--- src/include/pllcc_pkg.sv ---
package pllcc_pkg;

   // reference-domain timing
   localparam int START_DELAY_REF = 16384;
   localparam int CAL_REF_CYCLES  = 550;
   localparam int REF_DIV         = 2;
   localparam int CAL_TICKS       = CAL_REF_CYCLES / REF_DIV;

   // system clock, 40 MHz
   localparam int CLK_PERIOD_PS   = 25000;
   localparam int RST_MIN_NS      = 100;
   localparam int RST_MIN_CYC     = (RST_MIN_NS * 1000 + CLK_PERIOD_PS - 1) / CLK_PERIOD_PS;
   localparam int CAL_TIME_NS     = 20000;
   localparam int CAL_SLOW_CYC    = (CAL_TIME_NS * 1000) / CLK_PERIOD_PS;
   localparam int REF_MISS_CYC    = 8;

   // loop ratio select codes
   localparam logic [1:0] LR_P3_F24 = 2'h0;
   localparam logic [1:0] LR_P5_F15 = 2'h1;
   localparam logic [1:0] LR_P3_F25 = 2'h2;
   localparam logic [1:0] LR_P4_F20 = 2'h3;

   localparam logic [2:0] PRE_3     = 3'h3;
   localparam logic [2:0] PRE_4     = 3'h4;
   localparam logic [2:0] PRE_5     = 3'h5;
   localparam logic [4:0] FB_15     = 5'h0F;
   localparam logic [4:0] FB_20     = 5'h14;
   localparam logic [4:0] FB_24     = 5'h18;
   localparam logic [4:0] FB_25     = 5'h19;

   // post divider select codes
   localparam logic [2:0] PD_DIV1   = 3'h0;
   localparam logic [2:0] PD_DIV2   = 3'h1;
   localparam logic [2:0] PD_DIV3   = 3'h2;
   localparam logic [2:0] PD_DIV4   = 3'h3;
   localparam logic [2:0] PD_RSV4   = 3'h4;
   localparam logic [2:0] PD_DIV6   = 3'h5;
   localparam logic [2:0] PD_RSV6   = 3'h6;
   localparam logic [2:0] PD_DIV8   = 3'h7;

   // driver kind select codes
   localparam logic [1:0] DK_SINGLE = 2'h0;
   localparam logic [1:0] DK_LVDS   = 2'h1;
   localparam logic [1:0] DK_ECL    = 2'h2;
   localparam logic [1:0] DK_ECL_MON = 2'h3;

   typedef enum logic [1:0] {DRV_SINGLE, DRV_LVDS, DRV_ECL} pllcc_drv_t;

   typedef struct packed {
      logic [2:0] prescale;
      logic [4:0] feedback;
      logic [3:0] post_div;
      logic       post_div_ok;
      pllcc_drv_t drive;
      logic       xtal_mon;
   } pllcc_cfg_t;

   localparam pllcc_cfg_t CFG_RESET = '{PRE_3, FB_24, 4'h1, 1'b1, DRV_SINGLE, 1'b0};

   // reserved post divider codes cannot lock
   function automatic logic pllcc_post_ok(input logic [2:0] pd);
      pllcc_post_ok = (pd != PD_RSV4) && (pd != PD_RSV6);
   endfunction

   // pins to divider pair, post ratio and driver kind
   function automatic pllcc_cfg_t pllcc_decode(input logic [1:0] lr,
                                               input logic [2:0] pd,
                                               input logic [1:0] dk);
      pllcc_cfg_t c;
      c = CFG_RESET;
      case (lr)
         LR_P3_F24: begin c.prescale = PRE_3; c.feedback = FB_24; end
         LR_P5_F15: begin c.prescale = PRE_5; c.feedback = FB_15; end
         LR_P3_F25: begin c.prescale = PRE_3; c.feedback = FB_25; end
         default:   begin c.prescale = PRE_4; c.feedback = FB_20; end
      endcase
      case (pd)
         PD_DIV1: c.post_div = 4'h1;
         PD_DIV2: c.post_div = 4'h2;
         PD_DIV3: c.post_div = 4'h3;
         PD_DIV4: c.post_div = 4'h4;
         PD_DIV6: c.post_div = 4'h6;
         PD_DIV8: c.post_div = 4'h8;
         default: c.post_div = 4'h0;
      endcase
      c.post_div_ok = pllcc_post_ok(pd);
      case (dk)
         DK_SINGLE: c.drive = DRV_SINGLE;
         DK_LVDS:   c.drive = DRV_LVDS;
         default:   c.drive = DRV_ECL;
      endcase
      c.xtal_mon = (dk == DK_ECL_MON);
      return c;
   endfunction

endpackage

--- src/verilog/pllcc_ref_div.sv ---
`timescale 1ns/1ps
module pllcc_ref_div
   import pllcc_pkg::*;
#(
   parameter int DIV      = REF_DIV,
   parameter int MISS_CYC = REF_MISS_CYC
)(
   input  wire logic clk_sys_in,
   input  wire logic reset_in,
   input  wire logic reference_in,
   output logic      ref_edge_out,
   output logic      div_tick_out,
   output logic      ref_present_out
);
   localparam int DW = (DIV > 1) ? $clog2(DIV) : 1;
   localparam int MW = $clog2(MISS_CYC + 1);

   if (DIV < 1 || MISS_CYC < 2)
      $error("pllcc_ref_div: unsupported DIV or MISS_CYC");

   logic          ref_last_q, ref_last_d;
   logic          edge_q, edge_d;
   logic          tick_q, tick_d;
   logic          pres_q, pres_d;
   logic [DW-1:0] div_q, div_d;
   logic [MW-1:0] miss_q, miss_d;
   logic          rise;

   // edge detect, divide-down and presence watchdog
   always_comb
   begin
      rise       = reference_in & ~ref_last_q;
      ref_last_d = reference_in;
      edge_d     = rise;
      tick_d     = 1'b0;
      div_d      = div_q;
      if (rise)
      begin
         if (div_q == DW'(DIV - 1))
         begin
            div_d  = '0;
            tick_d = 1'b1;
         end
         else
            div_d = div_q + 1'b1;
      end
      miss_d = rise ? '0 : ((miss_q == MW'(MISS_CYC)) ? miss_q : miss_q + 1'b1);
      pres_d = (miss_d != MW'(MISS_CYC));
   end

   always_ff @(posedge clk_sys_in)
   begin
      if (reset_in)
      begin
         ref_last_q <= 1'b1; // a reference already high at release is no edge
         edge_q     <= 1'b0;
         tick_q     <= 1'b0;
         pres_q     <= 1'b0;
         div_q      <= '0;
         miss_q     <= MW'(MISS_CYC);
      end
      else
      begin
         ref_last_q <= ref_last_d;
         edge_q     <= edge_d;
         tick_q     <= tick_d;
         pres_q     <= pres_d;
         div_q      <= div_d;
         miss_q     <= miss_d;
      end
   end

   assign ref_edge_out    = edge_q;
   assign div_tick_out    = tick_q;
   assign ref_present_out = pres_q;
endmodule

--- src/verilog/pllcc_seq.sv ---
`timescale 1ns/1ps
// Contract
// - wait 16384 reference cycles before calibrating
// - calibration lasts about twenty microseconds
// - restart pulse re-runs calibration any time
// - buffers off during calibration, on after
// - calibration timed from divided reference clock
// - calibrate only with reference and lockable setting
// - prescaler and feedback chosen as pair
// - output divider from its own pins
// - driver kind from output type pins
// - chip power low disables output buffers
// - loop ratio code to divider pair mapping
// - post divider code mapping, two reserved
// - driver kind mapping, code 3 enables monitor
// - power low: outputs off; high: active
module pllcc_seq
   import pllcc_pkg::*;
#(
   parameter int START_DELAY = START_DELAY_REF,
   parameter int CAL_LEN     = CAL_TICKS,
   parameter int SLOW_CYC    = CAL_SLOW_CYC
)(
   input  wire logic        clk_sys_in,
   input  wire logic        reset_in,
   input  wire logic        reference_in,
   input  wire logic        device_restart_n_in,
   input  wire logic        chip_enable_in,
   input  wire logic        loop_ratio_sel_hi_in,
   input  wire logic        loop_ratio_sel_lo_in,
   input  wire logic        post_div_sel_2_in,
   input  wire logic        post_div_sel_1_in,
   input  wire logic        post_div_sel_0_in,
   input  wire logic        driver_kind_sel_hi_in,
   input  wire logic        driver_kind_sel_lo_in,
   output pllcc_cfg_t       cfg_out,
   output logic             out_buf_en_out,
   output logic             crystal_monitor_out,
   output logic             cal_busy_out,
   output logic             cal_done_out,
   output logic             power_down_out,
   output logic             cal_slow_out
);
   localparam int SDW = $clog2(START_DELAY + 1); // room for the full edge count
   localparam int CLW = $clog2(CAL_LEN);
   localparam int SLW = $clog2(SLOW_CYC + 1);
   localparam int RLW = $clog2(RST_MIN_CYC + 1);

   if (START_DELAY < 2 || CAL_LEN < 2 || SLOW_CYC < 2)
      $error("pllcc_seq: counts must be at least 2");

   typedef enum logic [1:0] {ST_HOLD, ST_DELAY, ST_CAL, ST_DONE} pllcc_state_t;

   logic         ref_edge;
   logic         cal_tick;
   logic         ref_ok;

   // reference edge, divided tick and presence, all in the system domain
   pllcc_ref_div u_ref_div (
      .clk_sys_in      (clk_sys_in),
      .reset_in        (reset_in),
      .reference_in    (reference_in),
      .ref_edge_out    (ref_edge),
      .div_tick_out    (cal_tick),
      .ref_present_out (ref_ok)
   );

   // ---------------- pin decode ----------------
   pllcc_cfg_t   cfg_q, cfg_d;
   logic [1:0]   lr_sel;
   logic [2:0]   pd_sel;
   logic [1:0]   dk_sel;

   // static pins are re-decoded every cycle; straps may move after reset
   always_comb
   begin
      lr_sel = {loop_ratio_sel_hi_in, loop_ratio_sel_lo_in};
      pd_sel = {post_div_sel_2_in, post_div_sel_1_in, post_div_sel_0_in};
      dk_sel = {driver_kind_sel_hi_in, driver_kind_sel_lo_in};
      cfg_d  = pllcc_decode(lr_sel, pd_sel, dk_sel);
   end

   always_ff @(posedge clk_sys_in)
   begin
      if (reset_in)
         cfg_q <= CFG_RESET;
      else
         cfg_q <= cfg_d;
   end

   // ---------------- restart filter ----------------
   logic [RLW-1:0] low_cnt_q, low_cnt_d;
   logic           restart_req;

   // short glitches are ignored; only a held low restarts the sequence
   always_comb
   begin
      restart_req = (low_cnt_q == RLW'(RST_MIN_CYC));
      if (device_restart_n_in)
         low_cnt_d = '0;
      else if (restart_req)
         low_cnt_d = low_cnt_q;
      else
         low_cnt_d = low_cnt_q + 1'b1;
   end

   always_ff @(posedge clk_sys_in)
   begin
      if (reset_in)
         low_cnt_q <= '0;
      else
         low_cnt_q <= low_cnt_d;
   end

   // ---------------- calibration sequencer ----------------
   pllcc_state_t   state_q, state_d;
   logic [SDW-1:0] dly_cnt_q, dly_cnt_d;
   logic [CLW-1:0] cal_cnt_q, cal_cnt_d;
   logic [SLW-1:0] slow_cnt_q, slow_cnt_d;
   logic           slow_q, slow_d;
   logic           dly_end;
   logic           start_ok;

   // power-on release enters the delay directly; a restart parks in hold
   always_comb
   begin
      state_d    = state_q;
      dly_cnt_d  = dly_cnt_q;
      cal_cnt_d  = cal_cnt_q;
      slow_cnt_d = slow_cnt_q;
      slow_d     = slow_q;
      dly_end    = (dly_cnt_q == SDW'(START_DELAY)); // every delay edge seen
      start_ok   = ref_ok && cfg_q.post_div_ok;
      case (state_q)
         ST_HOLD:
         begin
            dly_cnt_d = '0;
            if (device_restart_n_in && !restart_req)
               state_d = ST_DELAY;
         end
         ST_DELAY:
         begin
            // the delay saturates, so a late lockable setting still starts cleanly
            if (ref_edge && !dly_end)
               dly_cnt_d = dly_cnt_q + 1'b1;
            if (dly_end && start_ok)
            begin
               state_d    = ST_CAL;
               cal_cnt_d  = '0;
               slow_cnt_d = '0;
               slow_d     = 1'b0;
            end
         end
         ST_CAL:
         begin
            if (cal_tick)
            begin
               if (cal_cnt_q == CLW'(CAL_LEN - 1))
                  state_d = ST_DONE;
               else
                  cal_cnt_d = cal_cnt_q + 1'b1;
            end
            // flags a reference too slow for the nominal interval
            if (slow_cnt_q == SLW'(SLOW_CYC))
               slow_d = 1'b1;
            else
               slow_cnt_d = slow_cnt_q + 1'b1;
         end
         ST_DONE:
         begin
            state_d = ST_DONE;
         end
         default:
         begin
            state_d = ST_HOLD;
         end
      endcase
      if (restart_req)
         state_d = ST_HOLD;
   end

   always_ff @(posedge clk_sys_in)
   begin
      if (reset_in)
      begin
         state_q    <= ST_DELAY;
         dly_cnt_q  <= '0;
         cal_cnt_q  <= '0;
         slow_cnt_q <= '0;
         slow_q     <= 1'b0;
      end
      else
      begin
         state_q    <= state_d;
         dly_cnt_q  <= dly_cnt_d;
         cal_cnt_q  <= cal_cnt_d;
         slow_cnt_q <= slow_cnt_d;
         slow_q     <= slow_d;
      end
   end

   // ---------------- output gating ----------------
   logic busy_q, busy_d;
   logic done_q, done_d;
   logic buf_en_q, buf_en_d;
   logic mon_q, mon_d;
   logic pd_q, pd_d;

   // buffers follow the next-state done decode, registered alongside the done flag
   always_comb
   begin
      busy_d   = (state_d == ST_CAL);
      done_d   = (state_d == ST_DONE);
      buf_en_d = done_d && chip_enable_in;
      mon_d    = cfg_d.xtal_mon && chip_enable_in;
      pd_d     = !chip_enable_in;
   end

   always_ff @(posedge clk_sys_in)
   begin
      if (reset_in)
      begin
         busy_q   <= 1'b0;
         done_q   <= 1'b0;
         buf_en_q <= 1'b0;
         mon_q    <= 1'b0;
         pd_q     <= 1'b1;
      end
      else
      begin
         busy_q   <= busy_d;
         done_q   <= done_d;
         buf_en_q <= buf_en_d;
         mon_q    <= mon_d;
         pd_q     <= pd_d;
      end
   end

   assign cfg_out             = cfg_q;
   assign out_buf_en_out      = buf_en_q;
   assign crystal_monitor_out = mon_q;
   assign cal_busy_out        = busy_q;
   assign cal_done_out        = done_q;
   assign power_down_out      = pd_q;
   assign cal_slow_out        = slow_q;
endmodule
--- config.mk ---
export PLATFORM = sky130hd
export DESIGN_NAME = pllcc_seq
export DESIGN_NICKNAME = d
export VERILOG_FILES = /design/src/include/pllcc_pkg.sv /design/src/verilog/pllcc_ref_div.sv /design/src/verilog/pllcc_seq.sv
export SDC_FILE = /design/constraint.sdc
export NUM_CORES = 1
export LEC_CHECK = 0
export ABC_AREA = 0
export BUFFER_PORTS_ARGS = -buffer_cell sky130_fd_sc_hd__buf_2
export CAP_MARGIN = 20
export CORE_MARGIN = 3
export CORE_UTILIZATION = 50
export DETAILED_ROUTE_END_ITERATION = 12
export GPL_ROUTABILITY_DRIVEN = 1
export PLACE_DENSITY = 0.7
export SYNTH_ARGS = -nofsm -noshare
export SYNTH_HDL_FRONTEND = slang
export SYNTH_SLANG_ARGS = --single-unit
--- constraint.sdc ---
create_clock -name clk_sys_in -period 3.4 [get_ports clk_sys_in]
set_clock_uncertainty 0.2 [all_clocks]
set_input_delay 0.51 -clock clk_sys_in [delete_from_list [all_inputs] [get_ports clk_sys_in]]
set_output_delay 0.51 -clock clk_sys_in [all_outputs]
set_load 0.005 [all_outputs]
==> results of run 1 <==
==> routing by layer <==
metal,track usage [%],vias to the layer above,wire [um]
li1,-,1278,-
met5,0,-,0
met1,23.08,1151,2946
met2,28.18,59,2713
met4,8.777,0,118
met3,4.803,11,364
==> registers in the layout, summed over array words and instances (netlist names), 2 cells and up <==
signal	cells
cal_cnt_q	9
cfg_out	14
dly_cnt_q	15
low_cnt_q	3
slow_cnt_q	10
state_q	2
u_ref_div.miss_q	4
==> cell usage after synthesis, types with 7 or more instances <==
| cell | number |
|---|---|
| nand2b_1 | 7 |
| xnor2_1 | 11 |
| dfxtp_1 | 68 |
| nand2_1 | 23 |
| clkbuf_1 | 12 |
| a21oi_1 | 13 |
| o21ai_0 | 8 |
| nor2_1 | 40 |
| and3_1 | 11 |
| nor3_1 | 11 |
| nand3_1 | 12 |
| xor2_1 | 11 |
| inv_1 | 19 |
| ha_1 | 19 |
==> cell families after synthesis <==
| logic type | count (synthesis) |
|---|---|
| DFF | 68 |
| muxes | 9 |
| AOI/OAI and AO/OA | 45 |
| and+or+nand+nor | 155 |
| buffers and inverters | 34 |
| adders and majority gates | 19 |
| xor gates and xnor gates | 22 |
==> cells in the final DEF, fill, tap and decap left out, types with 7 or more instances in the layout <==
cell type  instances
nand2b_1           7
dfxtp_1           68
ha_1              19
nand2_1           23
nand3_1           12
xor2_1            11
o21ai_0            8
xnor2_1           11
nor2_1            40
and3_1            11
inv_1             19
a21oi_1           13
nor3_1            11
clkbuf_8          10
buf_2             33
==> worst register-to-register path: stages (launching register included) <==
cell     delay (ns)
dfxtp_1        0.34
inv_1          0.07
ha_1           0.13
or4b_4         0.49
o41ai_4        0.66
nand2_1        0.22
or4b_1         0.52
a31oi_1        0.16
==> cell type report <==
type / instances / area [um^2]
fill: 562 / 2477
multi-input combinational: 250 / 1678
sequential: 68 / 1361
timing repair buffer: 36 / 187.7
clock buffer: 11 / 141.4
tap: 75 / 93.84
inverter: 19 / 71.32
clock inverter: 3 / 15.01
==> worst max path at each step <==
stage | startpoint | endpoint | slack [ns]
floorplan | dly_cnt_q[0]$_SDFFE_PP0P_ | slow_cnt_q[3]$_SDFFE_PP0P_ | 0.93
global placement | dly_cnt_q[0]$_SDFFE_PP0P_ | slow_cnt_q[3]$_SDFFE_PP0P_ | 0.61
detailed placement | dly_cnt_q[0]$_SDFFE_PP0P_ | slow_cnt_q[3]$_SDFFE_PP0P_ | 0.56
CTS | dly_cnt_q[0]$_SDFFE_PP0P_ | slow_cnt_q[3]$_SDFFE_PP0P_ | 0.55
global route | dly_cnt_q[0]$_SDFFE_PP0P_ | slow_cnt_q[3]$_SDFFE_PP0P_ | 0.38
finish | dly_cnt_q[0]$_SDFFE_PP0P_ | slow_cnt_q[3]$_SDFFE_PP0P_ | 0.54
==> power by group through the flow <==
stage | Combinational, mW | Sequential [mW] | Clock [mW]
final | 0.644 | 0.897 | 0.554
after global routing | 0.727 | 0.906 | 0.600
after CTS | 0.646 | 0.897 | 0.571
after detailed placement | 0.641 | 0.915 | 0
after global placement | 0.634 | 0.913 | 0
after floorplan | 0.498 | 0.909 | 0
==> flow_summary.json, run 1 <==
{
  "synthSimpleGateAreaFrac_pct": 26.50,
  "cts_max_level": 3,
  "cp_top_family": "simple AND/OR/NAND/NOR gates",
  "dr.pass1.iters": 4,
  "insertion_delay_ns": 0.34,
  "die_x_um": 85.60,
  "vias": 2499,
  "synth_compound_area_share_pct": 9.676,
  "swShare_pct": 33.35,
  "portBuffers": 33,
  "setup_violations": 0,
  "synth_area_leader_cell": "dfxtp_1",
  "cts_sinks": 68,
  "gp_congestion": 0.8595,
  "pre_cts_slack_ns": 0.5614,
  "worstSetupEndpointType": "flip-flop",
  "outcome": "finished, final reports clean",
  "p_int_mw": 1.397,
  "final_design_area_no_fill_um2": 3548,
  "drt-initial-drc-count": 123,
  "routedWlPerCell_um": 13.30,
  "seq_power_share_pct": 42.8,
  "synth_area_per_cell_um2": 9.000,
  "cp_num_cells": 7,
  "vias_per_cell": 5.409,
  "slew_headroom_pct": 59.11,
  "min_from": "driver_kind_sel_hi_in",
  "clockPowerShare_pct": 26.4,
  "area_growth_pct": 12.01,
  "synth-edff-count": 0,
  "arrival_ns": 2.93,
  "hold-worst-slack_ns": 0.1418,
  "hold_viol_final": 0,
  "tightest_slew_ns": 0.6106,
  "async_reset_ff_share_pct": 0,
  "cp_slowest_cell": "o41ai_4",
  "synth_area_leaders": "dfxtp_1 43%, ha_1 7.5%, nor2_1 4.7%, xnor2_1 3.0%, xor2_1 3.0%",
  "synth_top_family_by_area": "simple AND/OR/NAND/NOR gates",
  "drv_cap": 0,
  "reg2reg_setup_slack_ns": 0.54,
  "final_max_slew_viol_count": 0,
  "crit_chain": "inv_1 -> ha_1 -> or4b_4 -> o41ai_4 -> nand2_1 -> or4b_1 -> a31oi_1",
  "syn_nets": 383,
  "whs_endpoint": "cfg_out[1]$_SDFF_PP0_",
  "final_util_pct": 58.89,
  "grt-ovfl-total": 0,
  "pwr-share-comb_pct": 30.7,
  "fin_ws_ns": 0.5372,
  "start_util_pct": 52.57,
  "ant_nets": 0,
  "grt.total_usage_pct": 18.03,
  "netlist_instances": 352,
  "grt_pass1_wl_mm": 10.63,
  "rows": 28,
  "period_share_pct": 84.20,
  "totalNegativeSetupSlack_ns": 0,
  "design_power_total_mw": 2.096,
  "holdPathStages": 2,
  "synth_adder_area_share_pct": 7.504,
  "grt_pass1_vias": 2405,
  "netlist_area_um2": 3168,
  "ys_seq_area_share_pct": 42.97,
  "cts-root-buf": "clkbuf_8",
  "post_cts_resized": 0,
  "worstSetupStartpointType": "flip-flop",
  "min_period_ns": 2.863,
  "synth-seq-cells": 68,
  "drc_errors": 0,
  "drive_above_1_share_pct": 16.28,
  "dieArea_um2": 7327,
  "cp_slowest_stage_delay_ns": 0.66,
  "clkTransAtPathRegs_ns": 0.07,
  "nets": 415,
  "synth_cell_types": 49,
  "insertedDiodeCount": 0,
  "clockBufferDepth": 2,
  "drt_wl_total_mm": 6.143,
  "p_per_area_nw_per_um2": 590.7,
  "r2r-start": "dly_cnt_q[0]$_SDFFE_PP0P_",
  "synth_flop_cell": "dfxtp_1",
  "fp.dieH_um": 85.60,
  "core_area_um2": 6026,
  "critPathBufInv": 1,
  "grt_max_degree": 44,
  "reg2regPathDepth": 7,
  "ys_warn_count": 0,
  "antenna_found_initial": 0,
  "hold_path_class": "in -> reg",
  "max_clock_freq_ghz": 0.3493,
  "hpwlAfterDp_mm": 4.352,
  "critPathRequiredTime_ns": 3.47,
  "synthXorXnorAreaFrac_pct": 6.082,
  "leakagePower_nw": 1.432,
  "synthMuxAreaShare_pct": 2.962,
  "ir_drop_v": 0.0003435,
  "p_switching_mw": 0.6991,
  "final_cells": 462,
  "placed_area_um2": 3392,
  "io_pins": 34,
  "tritoncts": "built",
  "r2r-end": "slow_cnt_q[3]$_SDFFE_PP0P_",
  "cts_setup_buffers": 0,
  "crit_type": "reg -> reg",
  "rsz0062_at_grt": "false",
  "crit_path_max_fanout": 10,
  "hold_buffers": 0,
  "cts_buffers": 9,
  "synth_top_area_share_pct": 42.97,
  "dp.cells": 448
}
Power figures use the tool's default switching activity.
==> run 2: changes to the inputs <==
- clock period: 3.4 -> 2.7 ns (I/O delays scaled with it)
==> run 2 against run 1 <==
Compared with the run above: final area rose by 5.2%; setup slack got worse by 0.43 ns; via count rose by 2.0%; critical path depth rose by 1; utilization rose by 3.1 points; critical path type unchanged; routed wire length rose by 3.1%; clock-buffer cell count did not move.
==> flow_summary.json, run 2 (same netlist as run 1, synthesis figures left out) <==
{
  "outcome": "finished, final reports clean",
  "drive_above_1_share_pct": 19.65,
  "period_share_pct": 95.88,
  "seq_power_share_pct": 35.7,
  "tritoncts": "built",
  "hold_viol_final": 0,
  "drv_cap": 0,
  "fp.dieH_um": 85.60,
  "hold-worst-slack_ns": 0.02649,
  "cpMostUsedCell": "buf_4",
  "top_usage_layer": "met2",
  "drt_wl_total_mm": 6.334,
  "clockPowerShare_pct": 33.8,
  "cts_max_level": 3,
  "nets": 423,
  "p_per_area_nw_per_um2": 846.7,
  "placed_area_um2": 3437,
  "rows": 28,
  "reg2regPathDepth": 8,
  "tightest_slew_ns": 0.4766,
  "grt_max_degree": 44,
  "cp_top_family": "simple AND/OR/NAND/NOR gates",
  "grt_use_met3_pct": 4.899,
  "largest_register_ff_count": 15,
  "ir_drop_v": 0.0004912,
  "max_clock_freq_ghz": 0.3863,
  "hold_buffers": 0,
  "cts-root-buf": "clkbuf_8",
  "insertion_delay_ns": 0.34,
  "vias_per_cell": 5.400,
  "grt.total_usage_pct": 18.49,
  "p_switching_mw": 0.9829,
  "final_max_slew_viol_count": 0,
  "insertedDiodeCount": 0,
  "cts_sinks": 68,
  "critPathRequiredTime_ns": 2.75,
  "dieArea_um2": 7327,
  "slew_headroom_pct": 68.16,
  "layout_commonest_cell": "dfxtp_1",
  "p_int_mw": 2.178,
  "clkTransAtPathRegs_ns": 0.07,
  "arrival_ns": 2.64,
  "worstSetupEndpointType": "flip-flop",
  "ant_nets": 0,
  "pwr-share-comb_pct": 30.5,
  "min_period_ns": 2.589,
  "layout_common_cells": "68 x dfxtp_1, 40 x nor2_1, 33 x buf_2",
  "routedWlPerCell_um": 13.42,
  "rsz0062_at_grt": "false",
  "final_util_pct": 61.96,
  "grt_pass1_vias": 2434,
  "core_area_um2": 6026,
  "drc_errors": 0,
  "antenna_found_initial": 0,
  "crit_type": "reg -> reg",
  "gp_congestion": 0.8626,
  "worstSetupStartpointType": "flip-flop",
  "hpwlAfterDp_mm": 4.373,
  "cp_slowest_cell": "or4bb_4",
  "vias": 2549,
  "portBuffers": 33,
  "hold_path_class": "in -> reg",
  "met2_usage_pct": 28.88,
  "cts_buffers": 9,
  "critPathBufInv": 3,
  "area_growth_pct": 17.85,
  "pre_cts_slack_ns": -0.1035,
  "fin_ws_ns": 0.1112,
  "crit_path_max_fanout": 6,
  "swShare_pct": 31.09,
  "setup_violations": 0,
  "holdPathStages": 2,
  "cp_num_cells": 8,
  "io_pins": 34,
  "grt_pass1_wl_mm": 10.85,
  "drt-initial-drc-count": 125,
  "largest_register": "dly_cnt_q",
  "dr.pass1.iters": 4,
  "start_util_pct": 52.57,
  "cp_slowest_stage_delay_ns": 0.59,
  "met1_usage_pct": 23.19,
  "grt-ovfl-total": 0,
  "crit_chain": "or4bb_4 -> o41ai_4 -> buf_6 -> buf_4 -> o211ai_1 -> buf_4 -> mux2i_1 -> nor4_1",
  "clockBufferDepth": 2,
  "die_x_um": 85.60,
  "final_design_area_no_fill_um2": 3734,
  "leakagePower_nw": 1.523
}
-- run 2: cell types whose count changed in the layout (fill, tap and decap cells not counted), moves of 2 or more --
cell | previous run | this run
clkinv_2 | 3 | 0
clkinv_4 | 0 | 2
bufinv_16 | 0 | 3
buf_4 | 3 | 10
-- run 2: final timing paths --
check,startpoint,end,slack (ns)
setup / recovery,dly_cnt_q[10]$_SDFFE_PP0P_,slow_cnt_q[4]$_SDFFE_PP0P_,0.11
hold reg to reg,cal_slow_out$_SDFFE_PP0P_,cal_slow_out$_SDFFE_PP0P_,0.24
setup reg to reg,dly_cnt_q[10]$_SDFFE_PP0P_,slow_cnt_q[4]$_SDFFE_PP0P_,0.11
hold / removal,driver_kind_sel_hi_in,cfg_out[1]$_SDFF_PP0_,0.03
-- run 2: repair_timing --
item,CTS,global route
cloned,0,0
pin swaps,1,0
setup buffers,1,1
gates resized for setup,1,4
endpoints found under the setup margin,7,6
-- run 2: layout make-up --
| class | count | area (um^2) |
|---|---|---|
| Fill cell | 516 | 2292 |
| Multi-Input combinational cell | 250 | 1697 |
| Sequential cell | 68 | 1361 |
| Timing Repair Buffer | 44 | 251.5 |
| Clock buffer | 11 | 151.4 |
| Clock inverter | 5 | 107.6 |
| Tap cell | 75 | 93.84 |
| Inverter | 19 | 71.32 |
-- run 2: routing by layer --
metal	part of all wire, %	vias up
li1	-	1296
met1	47	1184
met2	45	54
met3	5.7	15
met4	2.7	0
met5	0	-
-- run 2: power groups by stage --
stage               registers [mW]  logic [mW]  clock network [mW]
global placement              1.15       0.852                   0
finish                        1.13       0.963                1.07
floorplan                     1.15       0.627                   0
CTS                           1.13       0.901                1.08
global route                  1.14        1.08                1.13
detailed placement            1.15       0.873                   0
-- run 2: through the flow --
step | power [mW] | setup TNS, ns | std cells
2_1_floorplan | 1.772 | 0 | 352
3_5_place_dp | 2.024 | -0.3109 | 454
6_report | 3.161 | 0 | 472
3_3_place_gp | 2.000 | 0 | 454
4_1_cts | 3.114 | 0 | 471
5_1_grt | 3.347 | 0 | 472
